**src/logic/cpw_pkg.sv**
```systemverilog
// Package for the cascaded pulse generator / warm-up timer.
// Assumes a 32-bit AXI4-Lite register bus and one 40 MHz clock.
package cpw_pkg;
	// Bus geometry
	localparam int ADDR_W = 5;
	localparam int DATA_W = 32;
	// Register byte addresses
	localparam logic [ADDR_W-1:0] ADDR_LOWER_CTL = 5'h00;
	localparam logic [ADDR_W-1:0] ADDR_UPPER_CTL = 5'h04;
	localparam logic [ADDR_W-1:0] ADDR_PERIOD_LO = 5'h08;
	localparam logic [ADDR_W-1:0] ADDR_PERIOD_HI = 5'h0c;
	localparam logic [ADDR_W-1:0] ADDR_WIDTH_LO = 5'h10;
	localparam logic [ADDR_W-1:0] ADDR_WIDTH_HI = 5'h14;
	localparam logic [ADDR_W-1:0] ADDR_STATUS = 5'h18;
	// Bus responses
	localparam logic [1:0] RESP_OKAY = 2'h0;
	localparam logic [1:0] RESP_SLVERR = 2'h2;
	// Upper control fields
	localparam int UCTL_TFF_BIT = 7;
	localparam int UCTL_RUN_BIT = 3;
	localparam int UCTL_MODE_LSB = 0;
	localparam int MODE_W = 3;
	// Lower control fields
	localparam int LCTL_SRC_LSB = 4;
	localparam int SRC_W = 3;
	localparam int LCTL_CASC_LSB = 0;
	localparam int CASC_W = 2;
	localparam logic [CASC_W-1:0] CASC_16BIT = 2'h3;
	// Status fields
	localparam int STAT_FF_BIT = 16;
	localparam int STAT_RUN_BIT = 17;
	// Reset values
	localparam logic [7:0] RST_BYTE = 8'h00;
	localparam logic [15:0] RST_COUNT = 16'h0000;
	localparam logic RST_FF = 1'b0;
	// Timing figures of the warm-up mode with the slow source
	localparam int SLOW_SRC_HZ = 32768;
	localparam real WARM_MIN_MS = 7.81;
	localparam logic [15:0] WARM_MIN_PERIOD = 16'h0100;
	localparam int WARM_MIN_TICKS = int'(WARM_MIN_PERIOD);

	// Counter modes of the upper control register
	typedef enum logic [MODE_W-1:0] {
		CPW_MODE_WARMUP = 3'b101,
		CPW_MODE_PPG = 3'b111
	} cpw_mode_t;

	// Source selections of the lower control register
	typedef enum logic [SRC_W-1:0] {
		CPW_SRC_SLOW = 3'b100,
		CPW_SRC_EXT = 3'b111
	} cpw_src_t;
endpackage

```
**src/logic/cpw_tick_select.sv**
```systemverilog
// Count-tick selection for the cascaded timer.
// Assumes fast_tick and slow_tick are one-cycle pulses from the divider chain.
`timescale 1ns/10ps
`default_nettype none
module cpw_tick_select (
	// Clock and reset
	input wire logic aclk,
	input wire logic aresetn,
	// Selection
	input wire logic [cpw_pkg::SRC_W-1:0] src_sel,
	// Tick sources
	input wire logic fast_tick,
	input wire logic slow_tick,
	input wire logic counter_input_pin,
	// Selected tick
	output logic tick
);
	logic pin_meta;
	logic pin_sync;
	logic pin_prev;
	logic pin_fall;

	// Two-stage sampler; pin_meta feeds only pin_sync
	always_ff @(posedge aclk) begin
		if (!aresetn) begin
			pin_meta <= 1'b1;
			pin_sync <= 1'b1;
			pin_prev <= 1'b1;
		end else begin
			pin_meta <= counter_input_pin;
			pin_sync <= pin_meta;
			pin_prev <= pin_sync;
		end
	end

	// Falling edge advances the count
	assign pin_fall = pin_prev & ~pin_sync;

	// Registered tick, one cycle per source event
	always_ff @(posedge aclk) begin
		if (!aresetn) begin
			tick <= 1'b0;
		end else begin
			case (src_sel)
				cpw_pkg::CPW_SRC_EXT: begin
					tick <= pin_fall;
				end
				cpw_pkg::CPW_SRC_SLOW: begin
					tick <= slow_tick;
				end
				default: begin
					tick <= fast_tick;
				end
			endcase
		end
	end
endmodule // cpw_tick_select
`default_nettype wire

```
**src/logic/cpw_timer.sv**
```systemverilog
// Cascaded 16-bit pulse generator and warm-up counter with AXI4-Lite registers.
// Assumes an external divider supplies fast and slow ticks and an interrupt
// controller latches the single-cycle request.
//
// Added by the designer: the register offsets and the AXI4-Lite slave port.
`timescale 1ns/10ps
`default_nettype none
module cpw_timer (
	// Clock and reset
	input wire logic aclk,
	input wire logic aresetn,
	// AXI4-Lite write address
	input wire logic [cpw_pkg::ADDR_W-1:0] awaddr,
	input wire logic [2:0] awprot,
	input wire logic awvalid,
	output logic awready,
	// AXI4-Lite write data
	input wire logic [cpw_pkg::DATA_W-1:0] wdata,
	input wire logic [3:0] wstrb,
	input wire logic wvalid,
	output logic wready,
	// AXI4-Lite write response
	output logic [1:0] bresp,
	output logic bvalid,
	input wire logic bready,
	// AXI4-Lite read address
	input wire logic [cpw_pkg::ADDR_W-1:0] araddr,
	input wire logic [2:0] arprot,
	input wire logic arvalid,
	output logic arready,
	// AXI4-Lite read data
	output logic [cpw_pkg::DATA_W-1:0] rdata,
	output logic [1:0] rresp,
	output logic rvalid,
	input wire logic rready,
	// Tick sources
	input wire logic fast_tick,
	input wire logic slow_tick,
	input wire logic counter_input_pin,
	// Timer outputs
	output logic pulse_output_pin,
	output logic output_flipflop,
	output logic upper_timer_interrupt
);
	logic [7:0] lower_timer_control;
	logic [7:0] upper_timer_control;
	logic [7:0] period_compare_low;
	logic [7:0] period_compare_high;
	logic [7:0] width_compare_low;
	logic [7:0] width_compare_high;
	logic [15:0] count;
	logic [cpw_pkg::ADDR_W-1:0] wr_addr;
	logic [7:0] wr_byte;
	logic wr_lane0;
	logic aw_held;
	logic w_held;
	logic do_write;
	logic ctl_write;
	logic tick;
	logic running;
	logic mode_ppg;
	logic mode_warm;
	logic [15:0] inc;
	logic [15:0] period;
	logic [15:0] width;
	logic period_hit;
	logic width_hit;
	logic next_ff;
	logic [cpw_pkg::DATA_W-1:0] next_rdata;
	logic rd_ok;
	logic wr_ok;

	// Tick selection and pin edge detection
	cpw_tick_select u_tick (
		.aclk(aclk),
		.aresetn(aresetn),
		.src_sel(lower_timer_control[cpw_pkg::LCTL_SRC_LSB +: cpw_pkg::SRC_W]),
		.fast_tick(fast_tick),
		.slow_tick(slow_tick),
		.counter_input_pin(counter_input_pin),
		.tick(tick)
	);

	// Write address and data are taken independently, in either order
	always_ff @(posedge aclk) begin
		if (!aresetn) begin
			aw_held <= 1'b0;
			w_held <= 1'b0;
			awready <= 1'b1;
			wready <= 1'b1;
			wr_addr <= '0;
			wr_byte <= cpw_pkg::RST_BYTE;
			wr_lane0 <= 1'b0;
		end else if (do_write) begin
			aw_held <= 1'b0;
			w_held <= 1'b0;
		end else begin
			if (awvalid && awready) begin
				aw_held <= 1'b1;
				awready <= 1'b0;
				wr_addr <= awaddr;
			end
			if (wvalid && wready) begin
				w_held <= 1'b1;
				wready <= 1'b0;
				wr_byte <= wdata[7:0];
				wr_lane0 <= wstrb[0];
			end
		end
		// Channels reopen only once the response is accepted
		if (aresetn && bvalid && bready) begin
			awready <= 1'b1;
			wready <= 1'b1;
		end
	end

	assign do_write = aw_held && w_held && !bvalid;
	assign wr_ok = wr_addr == cpw_pkg::ADDR_LOWER_CTL || wr_addr == cpw_pkg::ADDR_UPPER_CTL
		|| wr_addr == cpw_pkg::ADDR_PERIOD_LO || wr_addr == cpw_pkg::ADDR_PERIOD_HI
		|| wr_addr == cpw_pkg::ADDR_WIDTH_LO || wr_addr == cpw_pkg::ADDR_WIDTH_HI
		|| wr_addr == cpw_pkg::ADDR_STATUS;
	assign ctl_write = do_write && wr_lane0 && wr_addr == cpw_pkg::ADDR_UPPER_CTL;

	// Write response; status is read-only but answers OKAY
	always_ff @(posedge aclk) begin
		if (!aresetn) begin
			bvalid <= 1'b0;
			bresp <= cpw_pkg::RESP_OKAY;
		end else if (do_write) begin
			bvalid <= 1'b1;
			bresp <= wr_ok ? cpw_pkg::RESP_OKAY : cpw_pkg::RESP_SLVERR;
		end else if (bready) begin
			bvalid <= 1'b0;
		end
	end

	// Register stores; byte lane 0 carries all 8-bit fields
	always_ff @(posedge aclk) begin
		if (!aresetn) begin
			lower_timer_control <= cpw_pkg::RST_BYTE;
			upper_timer_control <= cpw_pkg::RST_BYTE;
			period_compare_low <= cpw_pkg::RST_BYTE;
			period_compare_high <= cpw_pkg::RST_BYTE;
			width_compare_low <= cpw_pkg::RST_BYTE;
			width_compare_high <= cpw_pkg::RST_BYTE;
		end else if (do_write && wr_lane0) begin
			case (wr_addr)
				cpw_pkg::ADDR_LOWER_CTL: lower_timer_control <= wr_byte;
				cpw_pkg::ADDR_UPPER_CTL: upper_timer_control <= wr_byte;
				cpw_pkg::ADDR_PERIOD_LO: period_compare_low <= wr_byte;
				cpw_pkg::ADDR_PERIOD_HI: period_compare_high <= wr_byte;
				cpw_pkg::ADDR_WIDTH_LO: width_compare_low <= wr_byte;
				cpw_pkg::ADDR_WIDTH_HI: width_compare_high <= wr_byte;
				default: begin
				end
			endcase
		end
	end

	// Mode decode; one warm-up code serves every source; only the tick rate differs
	assign mode_ppg = upper_timer_control[cpw_pkg::UCTL_MODE_LSB +: cpw_pkg::MODE_W] == cpw_pkg::CPW_MODE_PPG;
	assign mode_warm = upper_timer_control[cpw_pkg::UCTL_MODE_LSB +: cpw_pkg::MODE_W]
		== cpw_pkg::CPW_MODE_WARMUP;
	assign running = upper_timer_control[cpw_pkg::UCTL_RUN_BIT] && (mode_ppg || mode_warm)
		&& lower_timer_control[cpw_pkg::LCTL_CASC_LSB +: cpw_pkg::CASC_W] == cpw_pkg::CASC_16BIT;

	// Compares read the live registers, so new values bite at once
	assign period = {period_compare_high, period_compare_low};
	assign width = {width_compare_high, width_compare_low};
	assign inc = count + 16'h0001;
	assign period_hit = mode_warm ? (inc[15:8] == period[15:8]) : (inc == period);
	assign width_hit = mode_ppg && inc == width;

	// Cascaded counter; a stopped counter sits at zero
	always_ff @(posedge aclk) begin
		if (!aresetn) begin
			count <= cpw_pkg::RST_COUNT;
		end else if (!running) begin
			count <= cpw_pkg::RST_COUNT;
		end else if (tick) begin
			count <= period_hit ? cpw_pkg::RST_COUNT : inc;
		end
	end

	// Next flip-flop level; loads only while stopped before and after the write
	always_comb begin
		next_ff = output_flipflop;
		if (running && tick && mode_ppg) begin
			next_ff = output_flipflop ^ width_hit ^ period_hit;
		end else if (ctl_write && !running && !wr_byte[cpw_pkg::UCTL_RUN_BIT]) begin
			next_ff = wr_byte[cpw_pkg::UCTL_TFF_BIT];
		end
	end

	// Flip-flop and its inverted pin move together, both registered
	always_ff @(posedge aclk) begin
		if (!aresetn) begin
			output_flipflop <= cpw_pkg::RST_FF;
			pulse_output_pin <= ~cpw_pkg::RST_FF;
		end else begin
			output_flipflop <= next_ff;
			pulse_output_pin <= ~next_ff;
		end
	end

	// One-cycle request per period match
	always_ff @(posedge aclk) begin
		if (!aresetn) begin
			upper_timer_interrupt <= 1'b0;
		end else begin
			upper_timer_interrupt <= running && tick && period_hit;
		end
	end

	// Read mux; unmapped addresses read zero with SLVERR
	always_comb begin
		next_rdata = '0;
		rd_ok = 1'b1;
		case (araddr)
			cpw_pkg::ADDR_LOWER_CTL: next_rdata[7:0] = lower_timer_control;
			cpw_pkg::ADDR_UPPER_CTL: next_rdata[7:0] = upper_timer_control;
			cpw_pkg::ADDR_PERIOD_LO: next_rdata[7:0] = period_compare_low;
			cpw_pkg::ADDR_PERIOD_HI: next_rdata[7:0] = period_compare_high;
			cpw_pkg::ADDR_WIDTH_LO: next_rdata[7:0] = width_compare_low;
			cpw_pkg::ADDR_WIDTH_HI: next_rdata[7:0] = width_compare_high;
			cpw_pkg::ADDR_STATUS: begin
				next_rdata[15:0] = count;
				next_rdata[cpw_pkg::STAT_FF_BIT] = output_flipflop;
				next_rdata[cpw_pkg::STAT_RUN_BIT] = running;
			end
			default: rd_ok = 1'b0;
		endcase
	end

	// Read channel: answer one cycle after the address is taken
	always_ff @(posedge aclk) begin
		if (!aresetn) begin
			arready <= 1'b1;
			rvalid <= 1'b0;
			rdata <= '0;
			rresp <= cpw_pkg::RESP_OKAY;
		end else if (arvalid && arready) begin
			arready <= 1'b0;
			rvalid <= 1'b1;
			rdata <= next_rdata;
			rresp <= rd_ok ? cpw_pkg::RESP_OKAY : cpw_pkg::RESP_SLVERR;
		end else if (rvalid && rready) begin
			rvalid <= 1'b0;
			arready <= 1'b1;
		end
	end
endmodule // cpw_timer
`default_nettype wire

```
**config.mk**
```make
export PLATFORM = sky130hd
export DESIGN_NAME = cpw_timer
export DESIGN_NICKNAME = d
export VERILOG_FILES = /design/src/logic/cpw_pkg.sv /design/src/logic/cpw_tick_select.sv /design/src/logic/cpw_timer.sv
export SDC_FILE = /design/constraint.sdc
export NUM_CORES = 1
export LEC_CHECK = 0
export BUFFER_PORTS_ARGS = -buffer_cell sky130_fd_sc_hd__buf_2
export CAP_MARGIN = 25
export CORE_MARGIN = 8
export CORE_UTILIZATION = 30
export CTS_CLUSTER_SIZE = 10
export DETAILED_ROUTE_END_ITERATION = 8
export GPL_ROUTABILITY_DRIVEN = 0
export PLACE_DENSITY_LB_ADDON = 0.2
export SYNTH_ARGS = -nofsm -noshare
export SYNTH_HDL_FRONTEND = slang
export SYNTH_SLANG_ARGS = --single-unit
```
**constraint.sdc**
```tcl
create_clock -name aclk -period 5.3 [get_ports aclk]
set_input_delay 0.265 -clock aclk [delete_from_list [all_inputs] [get_ports aclk]]
set_output_delay 0.265 -clock aclk [all_outputs]
set_load 0.02 [all_outputs]
```
==> reports/results.ini <==
[sta]
rsz0062_at_grt = false
slew_viol_final = 0
holdWs_ps = 83.6
maxSlewHeadroom_pct = 46.2
finalWorstSetupSlack_ps = 1960
setup_viol = 0
worst_pin_slew_ps = 804
timing.fmax_mhz = 299
post-route-min-period_ps = 3340
hold_viol = 0
timing.setup.tns_ps = 0
min_period_over_period_pct = 63.0
finalClockSkew_ps = 9.26

[power_and_ir_drop]
internal_power_mw = 1.32
total_power_mw = 1.74
p_seq_share_pct = 50.3
vdd_drop_max_mv = 0.144
power.leakage_nw = 2.42
power_density_mw_per_mm2 = 264
switchingPower_uw = 421
comb_power_share_pct = 6.3
swShare_pct = 24.2
clkPwrFrac_pct = 43.3

[placement]
postPlaceCellArea_mm2 = 0.00625
place_hpwl_mm = 12.0
dp_slack_ps = 1940
placed_cells = 937
portBuffers = 56

[cts]
cts.sinks = 112
cts.clk_slew.worst_paths_ps = 70
cts_buffer_depth = 2
htreeDepth = 3
cts_tree = built
cts_root_buf = clkbuf_16
cts_hold_buffers = 0
worstSkewPairLatency_ps = 360
cts_setup_buffers = 0
cts_buffers = 9
cts_resized = 0

[grt]
grt_pass1_vias = 4617
grt_start_max_net_pins = 94
grt_pass1_wl_mm = 25.4
use_met1_pct = 16.9
grt-ovfl-total = 0
antenna_found_initial = 0
grt_usage_pct = 13.3
met3_usage_pct = 3.49
gr-usage-met2_pct = 22.0
busiest_layer = met2

[synthesis]
avgSynthCellArea_um2 = 8.90
ys.warnings.count = 0
synthAdderAreaFrac_pct = 0.214
synth_compound_gate_area_share_pct = 12.6
synth_top_family_by_area = simple AND/OR/NAND/NOR gates
synth.largest_area_cell = dfxtp_1
yosys.area_share.simple_pct = 22.4
synth_flop_cell = dfxtp_1
ys_seq_elements = 112
synthTopCellsByArea = dfxtp_1 38%, mux2i_1 13%, nor2b_1 7.4%
synthCells = 656
synthTopCellsByCount = 112 x dfxtp_1, 75 x mux2i_1, 69 x nor2b_1
synth-xor-area-share_pct = 7.75
synthesis.area_mm2 = 0.00584
yosysMostFrequentCell = dfxtp_1
async_flop_share_pct = 0
synthDistinctLibCells = 50
synth_edf_count = 0
synthMuxAreaShare_pct = 12.9
synth_top_cell_area_share_pct = 38.4
ys_seq_area_share_pct = 38.4

[min_path]
hp-class = in2reg

[run_status]
status = finished clean

[floorplanning]
ios = 106
die_h_um = 156
die_w_um = 156
design.die.area_mm2 = 0.0242
rows = 51
initial_utilization_pct = 30.3
coreArea_mm2 = 0.0193

[cells_and_area]
nFillCells = 2046
finalInstanceArea_mm2 = 0.00658
syn_to_final_growth_pct = 12.6
final-instance-count-excl-fill = 953
antenna_cells = 0
drive_above_1_share_pct = 13.8
post-route-util_pct = 34.1
fin_nets = 746

[detailed_routing]
via_per_inst = 4.80
drtIter0Drc = 213
ant_nets = 0
wire_per_inst_um = 16.7
drcViolationCount = 0
totalWireLength_mm = 15.9
first_pass_iters = 4
vias = 4574

[setup_path]
critPathMaxStageDelay_ps = 600
crit_family = simple AND/OR/NAND/NOR gates
crit_path_top_delay_cell = dfxtp_1
cp.arrival_ps = 3560
required_ps = 5520
critPathLaunchType = flip-flop
criticalPathCategory = reg2reg
end_kind = flip-flop
crit_buf_inv = 0
critPathMaxFanout = 16
cp_cell_sequence = ha_1, nand3_1, nor2_1, and3_1, xnor3_1, nand3_1, nor3_4, xnor3_1, mux2i_1, nand2_1

[job]
maxCapViolations = 0

[sequential cells by signal, summed over array words and instances, names as in the netlist, 5 cells and up]
register and cells:
count 16, lower_timer_control 8, period_compare_high 8, period_compare_low 8
rdata 18, upper_timer_control 8, width_compare_high 8, width_compare_low 8
wr_addr 5, wr_byte 8
[cells by family (layout without fill, tap and decap cells)]
family,count (synthesis),after routing
muxes,75,75
AOI/OAI and AO/OA,114,114
other,1,16
buffers and inverters,67,84
adders and majority gates,1,1
DFF,112,112
xor gates and xnor gates,47,47
and+or+nand+nor,239,239
[metal layers]
layer	vias to the layer above	part of all wire [%]
li1	2295	-
met5	-	0
met4	0	1.3
met2	97	47
met3	15	5.5
met1	2167	46
[path summary, 6_finish.rpt]
kind | cells after the start | slack [ps] | to | startpoint
worst max register to register | 10 | 1960 | pulse_output_pin | count[0]
worst min register to register | 1 | 420 | u_tick.pin_sync | u_tick.pin_meta
worst min-delay path | 2 | 80 | u_tick.pin_meta | counter_input_pin
worst max-delay path | 10 | 1960 | pulse_output_pin | count[0]
[power by group through the flow]
stage	logic (mW)	registers, mW	clock network, mW
2_1_floorplan	0.0860	0.890	0
3_5_place_dp	0.111	0.895	0
4_1_cts	0.111	0.875	0.775
6_report	0.110	0.875	0.754
5_1_grt	0.121	0.878	0.807
3_3_place_gp	0.109	0.894	0
[layout make-up]
cell class	instances	area [um^2]	share of cell area (%)
Clock buffer	10	229	3.48
Timing Repair Buffer	63	332	5.04
Tap cell	265	332	5.04
Clock inverter	6	96.3	1.47
Sequential cell	112	2240	34.1
Inverter	5	18.8	0.285
Multi-Input combinational cell	492	3330	50.6
[cell usage in the layout, fill, tap and decap left out, drive strengths merged, types with 17 or more instances in the layout]
| cell type | Yosys | final |
|---|---|---|
| xnor2 | 30 | 30 |
| a21oi | 21 | 21 |
| o21ai | 31 | 31 |
| nor2b | 69 | 69 |
| dfxtp | 112 | 112 |
| a21boi | 17 | 17 |
| mux2i | 75 | 75 |
| a22oi | 21 | 21 |
| buf | 28 | 63 |
| nor2 | 33 | 33 |
| nand2 | 66 | 66 |
Note: power is estimated with default switching activity, not from simulation.
